$ cat src/logic/sip_map.svh
`ifndef SIP_MAP_SVH
`define SIP_MAP_SVH
// ******************************************
// register offsets (byte addresses)
// ******************************************
`define SIP_OFF_CFG    12'h000
`define SIP_OFF_SYNC   12'h004
`define SIP_OFF_DISC   12'h008
`define SIP_OFF_WIDE   12'h00C
`define SIP_OFF_START  12'h010
`define SIP_OFF_RATE   12'h014
`define SIP_OFF_STS    12'h018
`define SIP_OFF_MASK   12'h01C
`define SIP_OFF_ARB    12'h020
`define SIP_OFF_SPIN   12'h024
// ******************************************
// field positions and reset values
// ******************************************
`define SIP_CFG_RESTORE 31
`define SIP_RST_CFG    32'h0000_0077
`define SIP_RST_SYNC   16'hFFFF
`define SIP_RST_DISC   16'hFFFF
`define SIP_RST_WIDE   16'hFFFF
`define SIP_RST_START  16'h0000
`define SIP_RST_RATE   32'h0000_0000
`define SIP_OWN_ID_DFL 4'h7
`define SIP_STS_ARB    0
`define SIP_STS_PAR    1
`define SIP_STS_SPIN   2
`define SIP_STS_NEG    3
`define SIP_START_UNIT 8'h1B
`endif

$ cat src/logic/sip_pkg.sv
`default_nettype none
package sip_pkg;
    typedef struct packed {
        logic [14:12] boot_lun;
        logic [3:0]   boot_tgt;
        logic         ultra;
        logic         term_hi;
        logic         term_lo;
        logic         par_en;
        logic [3:0]   own_id;
    } sip_cfg_s;
    typedef struct packed {
        logic       sync_init;
        logic       sync;
        logic [8:0] rate_x100k;
        logic       wide_init;
        logic       disc;
    } sip_neg_s;
    typedef enum logic [1:0] {SU_IDLE, SU_SCAN, SU_WAIT} sip_su_e;
endpackage : sip_pkg
`default_nettype wire

$ cat src/logic/sip_policy.sv
// Decided for this implementation: the APB interface to the registers and the placing of the registers.
`include "sip_map.svh"
`default_nettype none
module sip_policy (
    input  wire logic        i_ref_clk,      // 25 MHz clock
    input  wire logic        i_rst,          // async reset, high
    input  wire logic        psel,           // apb select
    input  wire logic        penable,        // apb enable
    input  wire logic        pwrite,         // apb direction
    input  wire logic [11:0] paddr,          // apb byte address
    input  wire logic [31:0] pwdata,         // apb write data
    output logic             pready,         // apb ready
    output logic      [31:0] prdata,         // apb read data
    output logic             pslverr,        // apb error
    output logic             o_irq,          // interrupt level
    input  wire logic        i_wide_adapter, // 16-bit adapter
    input  wire logic [15:0] i_arb_req,      // contending ids
    output logic      [3:0]  o_arb_win_id,   // arbitration winner
    output logic             o_arb_win_vld,  // winner valid
    output logic             o_par_chk_en,   // parity check enable
    input  wire logic        i_par_err,      // raw parity error pulse
    output logic             o_term_lo,      // low byte terminators
    output logic             o_term_hi,      // high byte terminators
    input  wire logic        i_neg_req,      // negotiation needed
    input  wire logic [3:0]  i_neg_tgt,      // target concerned
    input  wire logic        i_tgt_sync_req, // target began sync
    input  wire logic        i_tgt_sync_ok,  // target accepted sync
    input  wire logic [1:0]  i_tgt_rate,     // target rate index
    input  wire logic        i_tgt_wide,     // target is 16-bit
    output sip_pkg::sip_neg_s o_neg,         // negotiated policy
    output logic             o_su_valid,     // start unit command
    output logic      [3:0]  o_su_tgt,       // its target
    output logic      [2:0]  o_su_lun,       // its lun
    output logic      [7:0]  o_su_opcode,    // command opcode
    input  wire logic        i_su_done       // target answered
);
    // ******************************************
    // apb decode
    // ******************************************
    sip_pkg::sip_cfg_s cfg_q;
    logic [15:0] sync_q, disc_q, wide_q, start_q;
    logic [31:0] rate_q, sts_q, mask_q;
    logic        wr, rst_dflt, hit;
    logic [3:0]  set;

    assign wr       = psel & penable & pwrite;
    assign rst_dflt = wr && paddr == `SIP_OFF_CFG
                      && pwdata[`SIP_CFG_RESTORE];
    // no wait states: every access completes in its first access cycle
    assign pready   = 1'b1;
    always_comb begin
        hit = 1'b1;
        prdata = 32'h0000_0000;
        unique case (paddr)
            `SIP_OFF_CFG:   prdata = {17'h00000, cfg_q};
            `SIP_OFF_SYNC:  prdata = {16'h0000, sync_q};
            `SIP_OFF_DISC:  prdata = {16'h0000, disc_q};
            `SIP_OFF_WIDE:  prdata = {16'h0000, wide_q};
            `SIP_OFF_START: prdata = {16'h0000, start_q};
            `SIP_OFF_RATE:  prdata = rate_q;
            `SIP_OFF_STS:   prdata = sts_q;
            `SIP_OFF_MASK:  prdata = mask_q;
            `SIP_OFF_ARB:   prdata = {27'h0000000, o_arb_win_vld,
                                      o_arb_win_id};
            `SIP_OFF_SPIN:  prdata = {27'h0000000, o_su_tgt,
                                      o_su_valid};
            default:        hit = 1'b0;
        endcase
    end
    assign pslverr = psel & penable & ~hit;

    // ******************************************
    // adapter configuration
    // ******************************************
    logic cfg_wr;
    assign cfg_wr = wr && paddr == `SIP_OFF_CFG && !pwdata[`SIP_CFG_RESTORE];
    always_ff @(posedge i_ref_clk or posedge i_rst) begin
        if (i_rst) begin
            cfg_q <= 15'(`SIP_RST_CFG);
        end else if (rst_dflt) begin
            cfg_q <= 15'(`SIP_RST_CFG);
        end else if (cfg_wr) begin
            // ids beyond the narrow range are refused on a narrow adapter
            if (i_wide_adapter || !pwdata[3])
                cfg_q.own_id <= pwdata[3:0];
            if (i_wide_adapter || !pwdata[11])
                cfg_q.boot_tgt <= pwdata[11:8];
            cfg_q.boot_lun <= pwdata[14:12];
            cfg_q.par_en   <= pwdata[4];
            cfg_q.ultra    <= pwdata[7];
            // low on with high off would leave the upper byte floating
            if (!(pwdata[5] && !pwdata[6])) begin
                cfg_q.term_lo <= pwdata[5];
                cfg_q.term_hi <= pwdata[6];
            end
        end
    end
    assign o_par_chk_en = cfg_q.par_en;
    assign o_term_lo    = cfg_q.term_lo;
    assign o_term_hi    = cfg_q.term_hi;

    // ******************************************
    // per-target flags
    // ******************************************
    always_ff @(posedge i_ref_clk or posedge i_rst) begin
        if (i_rst) begin
            sync_q  <= `SIP_RST_SYNC;
            disc_q  <= `SIP_RST_DISC;
            wide_q  <= `SIP_RST_WIDE;
            start_q <= `SIP_RST_START;
            rate_q  <= `SIP_RST_RATE;
        end else if (rst_dflt) begin
            // restore is kept out of the async branch so reset stays pure
            sync_q  <= `SIP_RST_SYNC;
            disc_q  <= `SIP_RST_DISC;
            wide_q  <= `SIP_RST_WIDE;
            start_q <= `SIP_RST_START;
            rate_q  <= `SIP_RST_RATE;
        end else if (wr) begin
            if (paddr == `SIP_OFF_SYNC)  sync_q  <= pwdata[15:0];
            if (paddr == `SIP_OFF_DISC)  disc_q  <= pwdata[15:0];
            if (paddr == `SIP_OFF_WIDE)  wide_q  <= pwdata[15:0];
            if (paddr == `SIP_OFF_START) start_q <= pwdata[15:0];
            if (paddr == `SIP_OFF_RATE)  rate_q  <= pwdata;
        end
    end

    // ******************************************
    // interrupts
    // ******************************************
    always_ff @(posedge i_ref_clk or posedge i_rst) begin
        if (i_rst) begin
            sts_q  <= 32'h0000_0000;
            mask_q <= 32'h0000_0000;
        end else begin
            // a new event wins over a clear in the same cycle
            sts_q <= (sts_q & ~((wr && paddr == `SIP_OFF_STS) ? pwdata
                     : 32'h0000_0000)) | {28'h0000000, set};
            if (wr && paddr == `SIP_OFF_MASK) mask_q <= pwdata;
        end
    end
    assign o_irq = |(sts_q & mask_q);

    // ******************************************
    // arbitration
    // ******************************************
    // wide ids 0-7 fold above 8-15 so one compare serves both widths
    function automatic logic [3:0] rank(input logic [3:0] id,
                                        input logic wide);
        rank = wide ? (id[3] ? {1'b0, id[2:0]} : {1'b1, id[2:0]})
                    : id;
    endfunction : rank
    logic [3:0] win_id, win_rank;
    logic       win_vld;
    always_comb begin
        win_id = 4'h0;
        win_rank = 4'h0;
        win_vld = 1'b0;
        for (int i = 0; i < 16; i++) begin
            if (i_arb_req[i] && (i_wide_adapter || i < 8) &&
                (!win_vld || rank(4'(i), i_wide_adapter) > win_rank)) begin
                win_vld  = 1'b1;
                win_id   = 4'(i);
                win_rank = rank(4'(i), i_wide_adapter);
            end
        end
    end
    always_ff @(posedge i_ref_clk or posedge i_rst) begin
        if (i_rst) begin
            o_arb_win_id  <= 4'h0;
            o_arb_win_vld <= 1'b0;
        end else begin
            o_arb_win_id  <= win_id;
            o_arb_win_vld <= win_vld;
        end
    end

    // ******************************************
    // negotiation policy
    // ******************************************
    logic [1:0] cap, agreed;
    logic       do_sync;
    assign cap     = rate_q[{i_neg_tgt, 1'b0} +: 2];
    // larger index is slower; the slower of the two offers is agreed
    assign agreed  = (i_tgt_rate > cap) ? i_tgt_rate : cap;
    assign do_sync = (sync_q[i_neg_tgt] && i_tgt_sync_ok)
                     || i_tgt_sync_req;
    function automatic logic [8:0] rate_tab(input logic ultra,
                                            input logic [1:0] idx);
        unique case (idx)
            2'h0: rate_tab = ultra ? 9'h190 : 9'h0C8;
            2'h1: rate_tab = ultra ? 9'h140 : 9'h0A0;
            2'h2: rate_tab = ultra ? 9'h10C : 9'h086;
            2'h3: rate_tab = ultra ? 9'h0C8 : 9'h064;
        endcase
    endfunction : rate_tab
    always_ff @(posedge i_ref_clk or posedge i_rst) begin
        if (i_rst) begin
            o_neg <= '0;
        end else if (i_neg_req) begin
            o_neg.sync_init  <= sync_q[i_neg_tgt];
            o_neg.sync       <= do_sync;
            o_neg.rate_x100k <= do_sync ? rate_tab(cfg_q.ultra, agreed)
                                        : 9'h000;
            o_neg.wide_init  <= i_wide_adapter && wide_q[i_neg_tgt]
                                && i_tgt_wide;
            o_neg.disc       <= disc_q[i_neg_tgt];
        end
    end

    // ******************************************
    // start unit sequencing
    // ******************************************
    sip_pkg::sip_su_e su_q;
    logic [4:0] ptr_q;
    logic       boot_q, spin_go, su_end;
    assign spin_go = wr && paddr == `SIP_OFF_SPIN && pwdata[0];
    assign su_end  = su_q == sip_pkg::SU_SCAN &&
                     ptr_q == (i_wide_adapter ? 5'h10 : 5'h08);
    always_ff @(posedge i_ref_clk or posedge i_rst) begin
        if (i_rst) begin
            su_q     <= sip_pkg::SU_IDLE;
            ptr_q    <= 5'h00;
            boot_q   <= 1'b0;
            o_su_tgt <= 4'h0;
            o_su_lun <= 3'h0;
        end else begin
            unique case (su_q)
                sip_pkg::SU_IDLE: if (spin_go) begin
                    ptr_q <= 5'h00;
                    if (start_q[cfg_q.boot_tgt]) begin
                        su_q     <= sip_pkg::SU_WAIT;
                        boot_q   <= 1'b1;
                        o_su_tgt <= cfg_q.boot_tgt;
                        o_su_lun <= cfg_q.boot_lun;
                    end else begin
                        su_q <= sip_pkg::SU_SCAN;
                    end
                end
                sip_pkg::SU_SCAN: if (su_end) begin
                    su_q <= sip_pkg::SU_IDLE;
                end else if (start_q[ptr_q[3:0]] &&
                             ptr_q[3:0] != cfg_q.boot_tgt) begin
                    su_q     <= sip_pkg::SU_WAIT;
                    boot_q   <= 1'b0;
                    o_su_tgt <= ptr_q[3:0];
                    o_su_lun <= 3'h0;
                end else begin
                    ptr_q <= ptr_q + 5'h01;
                end
                sip_pkg::SU_WAIT: if (i_su_done) begin
                    su_q <= sip_pkg::SU_SCAN;
                    if (!boot_q) ptr_q <= ptr_q + 5'h01;
                end
            endcase
        end
    end
    // the wait for an answer has no limit; a silent drive stalls the scan
    assign o_su_valid  = su_q == sip_pkg::SU_WAIT;
    assign o_su_opcode = `SIP_START_UNIT;
    assign set = {i_neg_req, su_end, i_par_err & cfg_q.par_en, win_vld};
endmodule : sip_policy
`default_nettype wire

$ cat config.mk
export PLATFORM = sky130hd
export DESIGN_NAME = sip_policy
export DESIGN_NICKNAME = d
export VERILOG_FILES = /design/src/logic/sip_pkg.sv /design/src/logic/sip_policy.sv
export VERILOG_INCLUDE_DIRS = /design/src /design/src/logic
export SDC_FILE = /design/constraint.sdc
export NUM_CORES = 1
export LEC_CHECK = 0
export BUFFER_PORTS_ARGS = -buffer_cell sky130_fd_sc_hd__buf_2
export CAP_MARGIN = 5
export CORE_MARGIN = 3
export CORE_UTILIZATION = 50
export DETAILED_ROUTE_END_ITERATION = 16
export PLACE_DENSITY = 0.7
export SLEW_MARGIN = 20
export SYNTH_ARGS = -nofsm -noshare
export SYNTH_HDL_FRONTEND = slang
export SYNTH_SLANG_ARGS = --single-unit
export TNS_END_PERCENT = 10
$ cat constraint.sdc
create_clock -name i_ref_clk -period 6.8 [get_ports i_ref_clk]
set_input_delay 0.34 -clock i_ref_clk [delete_from_list [all_inputs] [get_ports i_ref_clk]]
set_output_delay 0.34 -clock i_ref_clk [all_outputs]
set_load 0.05 [all_outputs]
== Word level (Yosys, flattened, before mapping) ==
Index checks and enable logic that the tools add are counted.
Widths: inputs -> output; s select.
Operators by class
  add/sub/neg operators: 1
  $lt $le $gt $ge: 19
  equal/unequal tests: 25
  shift operators: 1
  mux-type cells: 130
  bitwise operators: 9
  reduce and logical (&&, ||, !) cells: 99
Operators with widths (count)
  $pmux 32 s10: 1
  $mux 4: 51
  $mux 16: 12
  $mux 32: 4
  $and 32x32->32: 2
  $gt 4x4->1: 15
  $eq 12x5->1 const B: 4
  $logic_and 1x1->1: 36
  $mux 9: 4
  $pmux 9 s4: 1
  $not 32->32: 1
  $or 32x4->32: 1
  $reduce_or 32->1: 1
  $shiftx 32x6->2: 1
  $mux 15: 2
  $mux 5: 6
  $mux 1: 27
  $eq 12x4->1 const B: 2
  $eq 12x6->1 const B: 2
  $bmux 1 s4: 5
  $reduce_bool 2->1: 10
  $logic_not 1->1: 19
  $logic_or 1x1->1: 18
  $reduce_and 2->1: 8
  26 further kinds: 51
Word-level totals
  bits in registers: 208
  input port bits: 78
  output and inout bits: 72
  logic and storage cells: 310

== Longest topological paths before layout ==
  word-level depth: 63
  gate-level depth with buffers: 51
  gate-level depth less buffers: 51

== Least setup slack after synthesis ==
OpenSTA, ideal clock, no wires.
  path type: input -> register
  start point: in i_wide_adapter
  end point: reg o_arb_win_id[3]
  library setup time: 0.144 ns
  arrival time: 9.782 ns
  data required time: 6.656 ns
  setup slack: -3.127 ns
  stages on the path: 49
  buffers on the path: 3
  cells stage by stage: buf_1 > clkbuf_1 > buf_1 > nand2_1 > ha_1 > o21ai_0 > nand2_1 > nor3_4 > a31o_2 > nand3_1 > ha_1 > nor3b_1 > a211oi_2 > a41oi_2 > o21ai_4 > or2_2 > ha_1 > o41ai_4 > [... 13 more ...] > o21ai_0 > nand2b_1 > ha_1 > o211ai_1 > a211oi_1 > a31oi_4 > nand3_1 > or2_1 > ha_1 > o311ai_0 > a21oi_1 > a21oi_2 > and2b_1 > ha_1 > and3_1 > nand3_1 > a211oi_1 > o2111ai_1
On the way
  cells in the longest elaborated chain, start to end: 62
  elaborated cells on any way between the ends: 125
  classes of those cells: order compare (15); mux (58); reduce/logical (52)
RTL lines
  from (decl): line sip_policy.sv:16  | input wire logic i_wide_adapter,
  $mux 4: line sip_policy.sv:150  | rank = wide ? (id[3] ? {1'b0, id[2:0]} : {1'b1, id[2:0]})
  $mux 4: line sip_policy.sv:160  | if (i_arb_req[i] && (i_wide_adapter || i < 8) &&
  $gt 4x4->1: line sip_policy.sv:161  | (!win_vld || rank(4'(i), i_wide_adapter) > win_rank)) begin
  $logic_or 1x1->1: line sip_policy.sv:161
  $logic_and 1x1->1: line sip_policy.sv:160
  $mux 4 or $mux 1 (tied branches): line sip_policy.sv:160
  $gt 4x4->1 or $logic_not 1->1 (tied branches): line sip_policy.sv:161
  $logic_or 1x1->1: line sip_policy.sv:161
  [... 47 more ...]
  $logic_or 1x1->1: line sip_policy.sv:161
  $logic_and 1x1->1: line sip_policy.sv:160
  $mux 4 or $mux 1 (tied branches): line sip_policy.sv:160
  $gt 4x4->1 or $logic_not 1->1 (tied branches): line sip_policy.sv:161
  $logic_or 1x1->1: line sip_policy.sv:161
  $logic_and 1x1->1: line sip_policy.sv:160
  $mux 4 *: line sip_policy.sv:160
  via win_id[3]: line sip_policy.sv:153  | logic [3:0] win_id, win_rank;
  to (signal assigned): line sip_policy.sv:173  | o_arb_win_id <= win_id;
  to (decl): line sip_policy.sv:18  | output logic [3:0] o_arb_win_id,
The timed path passes the listed nets; every way through them passes the cells marked *.
A chain may end at the register's enable or synchronous reset.

== Worst setup path in the final report ==
  start point: in i_arb_req[0]
  end point: reg o_arb_win_id[3]
On the way
  cells in the longest elaborated chain, start to end: 61
  elaborated cells on any way between the ends: 103
  classes of those cells: order compare (15); mux (43); reduce/logical (45)
RTL lines
  from (decl): line sip_policy.sv:17  | input wire logic [15:0] i_arb_req,
  $mux 4 or $mux 1 (tied branches): line sip_policy.sv:160
  $gt 4x4->1 or $logic_not 1->1 (tied branches): line sip_policy.sv:161
  $logic_or 1x1->1: line sip_policy.sv:161
  $logic_and 1x1->1: line sip_policy.sv:160
  $mux 4 or $mux 1 (tied branches): line sip_policy.sv:160
  $gt 4x4->1 or $logic_not 1->1 (tied branches): line sip_policy.sv:161
  $logic_or 1x1->1: line sip_policy.sv:161
  $logic_and 1x1->1: line sip_policy.sv:160
  [... 46 more ...]
  $logic_or 1x1->1: line sip_policy.sv:161
  $logic_and 1x1->1: line sip_policy.sv:160
  $mux 4 or $mux 1 (tied branches): line sip_policy.sv:160
  $gt 4x4->1 or $logic_not 1->1 (tied branches): line sip_policy.sv:161
  $logic_or 1x1->1: line sip_policy.sv:161
  $logic_and 1x1->1: line sip_policy.sv:160
  $mux 4 *: line sip_policy.sv:160
  via win_id[3]: line sip_policy.sv:153
Marked as above.

==> impl_metrics.ini <==
[sta]
fin_ws_ps = -971
rsz0062_at_grt = yes
maxSlewViolCount = 0
max_slew.worst_pin.slew_ps = 1080
relSlewSlack_pct = 27.3
period_minus_slack_ps = 7770
finalCritPeriodShare_pct = 114
timing.fmax_ghz = 0.129
clock_skew_ps = 9.34
hold_viol_final = 0
finalSetupViolCount = 4

[critical_path]
cp_slowest_cell = ha_1
slowest_delay_ps = 350
cp-end-kind = flop
path_max_fanout = 3
start_kind = input pin
reg2reg_depth = 10
required_ps = 7180
path_class = in -> reg
critPathArrivalTime_ps = 8150
crit_top_cell = ha_4

[clocking]
postCtsHoldBufs = 0
cts_tree = yes
numCtsBuffers = 23
cts_root_buf = clkbuf_16
htree_levels = 1
clk_latency_ps = 520
clockBufferDepth = 3
clock-sinks = 207
clk_pin_slew_worst_paths_ps = 60

[place]
gp_congestion = 0.914
port-buffer-count = 139
dpl.cell_count = 1667
hpwlAfterDp_um = 27000

[global_route]
grtUsageMet1_pct = 41.9
grt_max_degree = 131
grt_pass1_wl_um = 60500
grt_overflow = 0
grtUsageMet3_pct = 6.13
grt_busiest_layer = met2
grtUsageMet2_pct = 45.6
first_global_vias = 10722
track_usage_pct = 29.8
antenna_found_initial = 2

[cells_and_area]
seqCellArea_um2 = 5250
insertedDiodeCount = 0
fin_util_pct = 62.4
syn2layout_area_growth_pct = 21.8
n_fill_cell = 1861
multi_input_area_um2 = 6220
drive_above_1_share_pct = 32.9
fin_nets = 1488
fin_cells = 1720

[route]
dr.pass1.iters = 6
num_vias = 10829
wl_per_cell_um = 22.5
drtAntennaViolNets = 0
drc_errors = 0
wirelength_um = 38600
drtIter0Drc = 1137
vias_per_cell = 6.30

[die]
dieArea_um2 = 25200
initial_core_util_pct = 51.3
fp.dieH_um = 159
core.rowCount = 55
io_pins = 150
die_x_um = 159
core_um2 = 22800

[run]
cap_viol_max_count = 0

[synthesis]
synth_area_um2 = 11700
yosysSeqAreaShare_pct = 44.9
synth.distinct_cells = 83
synth_edf_count = 0
yosys_warnings = 0
ys_ff_latch = 207
synth.avg_cell_area_um2 = 9.67
synth-main-ff-cell = dfrtp_1
syn_inst = 1208
synthArstFlopShare_pct = 100

[min_path]
worstHoldPathType = in -> async

[power]
peakVddDrop_mv = 0.159
power_leakage_uw = 0.00649
power.density_nw_per_um2 = 222

[outcome]
violations = negative setup slack
status = finished with violations
==> synth_stat cells (5+ instances only) <==
master	n	share of area, %
nor3_1	17	0.73
buf_1	8	0.26
a222oi_1	17	1.5
dfrtp_1	153	33
a21o_1	6	0.39
a21boi_0	29	1.9
and2_1	5	0.27
and3_1	5	0.27
nand3b_1	6	0.39
a21oi_1	65	2.8
ha_1	19	2.0
dfstp_2	54	12
nor2_1	48	1.5
a31oi_1	6	0.32
nand4_1	13	0.70
o22ai_1	5	0.27
mux4_2	35	6.8
nand2_1	250	8.0
o21ai_0	33	1.4
a221oi_1	17	1.3
buf_4	11	0.71
a22oi_1	53	3.4
inv_1	43	1.4
clkbuf_1	62	2.0
mux2_2	35	3.4
nand2b_1	9	0.48
a22o_1	22	1.7
mux2i_1	5	0.43
nand3_1	80	3.4
o22a_1	6	0.45
==> cells in the final DEF (no fill, tap or decap), types with 5 or more instances in the layout <==
| cell | count |
|---|---|
| a21boi_0 | 29 |
| nand2b_1 | 8 |
| nand3_2 | 5 |
| a22oi_1 | 53 |
| a222oi_1 | 17 |
| buf_2 | 139 |
| nor2_1 | 41 |
| o22ai_1 | 5 |
| a21o_1 | 6 |
| a21oi_1 | 62 |
| mux2i_1 | 5 |
| dfstp_2 | 54 |
| a21oi_2 | 5 |
| nor3_1 | 12 |
| nand3_1 | 76 |
| a221oi_1 | 17 |
| nor3_2 | 7 |
| conb_1 | 10 |
| and3_1 | 5 |
| o21ai_0 | 31 |
| and2_1 | 5 |
| dfrtp_1 | 153 |
| clkbuf_16 | 23 |
| nand4_1 | 13 |
| inv_1 | 42 |
| o22a_1 | 6 |
| buf_4 | 96 |
| ha_4 | 6 |
| ha_1 | 13 |
| mux4_2 | 35 |
| mux2_2 | 35 |
| nand3b_1 | 6 |
| nand2_1 | 246 |
| a22o_1 | 22 |
| nor2_2 | 5 |
==> timing repair <==
action / CTS / global route
gates resized for setup: 7 / 9
setup buffers: 10 / 2
setup endpoints to repair: 4 / 4
pin swaps: 20 / 10
==> metal layers <==
metal | wire [um] | vias up | part of all wire, %
met5 | 21 | - | 0.054
met4 | 1560 | 4 | 4.0
met3 | 4090 | 89 | 11
met2 | 17400 | 620 | 45
met1 | 15600 | 5332 | 40
li1 | - | 4784 | -
==> state kept, by name, summed over array words and instances (netlist names), 2 cells and up <==
| signal | cells |
|---|---|
| rate_q | 32 |
| su_q | 2 |
| o_arb_win_id | 4 |
| sts_q | 32 |
| o_neg | 12 |
| start_q | 16 |
| cfg_q | 12 |
| o_su_tgt | 4 |
| sync_q | 16 |
| mask_q | 32 |
| o_su_lun | 3 |
| disc_q | 16 |
| wide_q | 16 |
| ptr_q | 5 |
==> area by class of cell <==
type / instances / area share [%]
Clock inverter: 11 / 0.950
Clock buffer: 30 / 4.51
Multi-Input combinational cell: 881 / 43.7
Timing Repair Buffer: 235 / 9.96
Inverter: 43 / 1.19
Tap cell: 313 / 2.75
Sequential cell: 207 / 36.9
==> per-stage QoR <==
| step | cell area, um2 | setup TNS, ps | hold slack [ps] | setup slack (ps) | power (uW) |
|---|---|---|---|---|---|
| 2_1_floorplan | 11900 | -5610 | 442 | -1610 | 1680 |
| 4_1_cts | 14200 | -2700 | 13.1 | -958 | 3150 |
| 6_report | 14200 | -2770 | 16.5 | -971 | 3150 |
| 3_3_place_gp | 13200 | -4480 | 480 | -1360 | 1860 |
| 3_5_place_dp | 13200 | -5750 | 489 | -1700 | 1870 |
| 5_1_grt | 14200 | -4690 | 26.5 | -1480 | 3270 |
==> worst paths after layout <==
kind | start | slack, ps | end
max in group asynchronous | i_rst | 5310 | rate_q[8]$_DFFE_PP0P_
setup / recovery | i_arb_req[0] | -970 | o_arb_win_id[3]$_DFF_PP0_
hold / removal | i_rst | 20 | start_q[0]$_DFFE_PP0P_
hold reg to reg | wide_q[2]$_DFFE_PP1P_ | 500 | wide_q[2]$_DFFE_PP1P_
setup reg to reg | rate_q[30]$_DFFE_PP0P_ | 3190 | o_neg[5]$_DFFE_PP0P_
min in group i_ref_clk | pwdata[28] | 30 | sts_q[28]$_DFF_PP0_
==> critical path: cells and delay by family <==
family | cells | cell delay (ps)
and+or+nand+nor | 21 | 2640
buffers and inverters | 1 | 120
AOI/OAI and AO/OA | 21 | 2900
adders and majority gates | 8 | 2130
==> power by group <==
part	leakage [uW]	switching, uW	internal (uW)
Sequential	0.00264	64.3	1270
Combinational	0.00348	341	197
Clock	0.000375	531	749
==> cell families after synthesis <==
group | synth area share (%)
other | 0.0643
buffers and inverters | 4.51
adders and majority gates | 2.04
xor gates and xnor gates | 0.375
muxes | 10.6
AOI/OAI and AO/OA | 19.1
and+or+nand+nor | 18.4
DFF | 44.9
No activity file was read; power rests on OpenSTA's default activity.
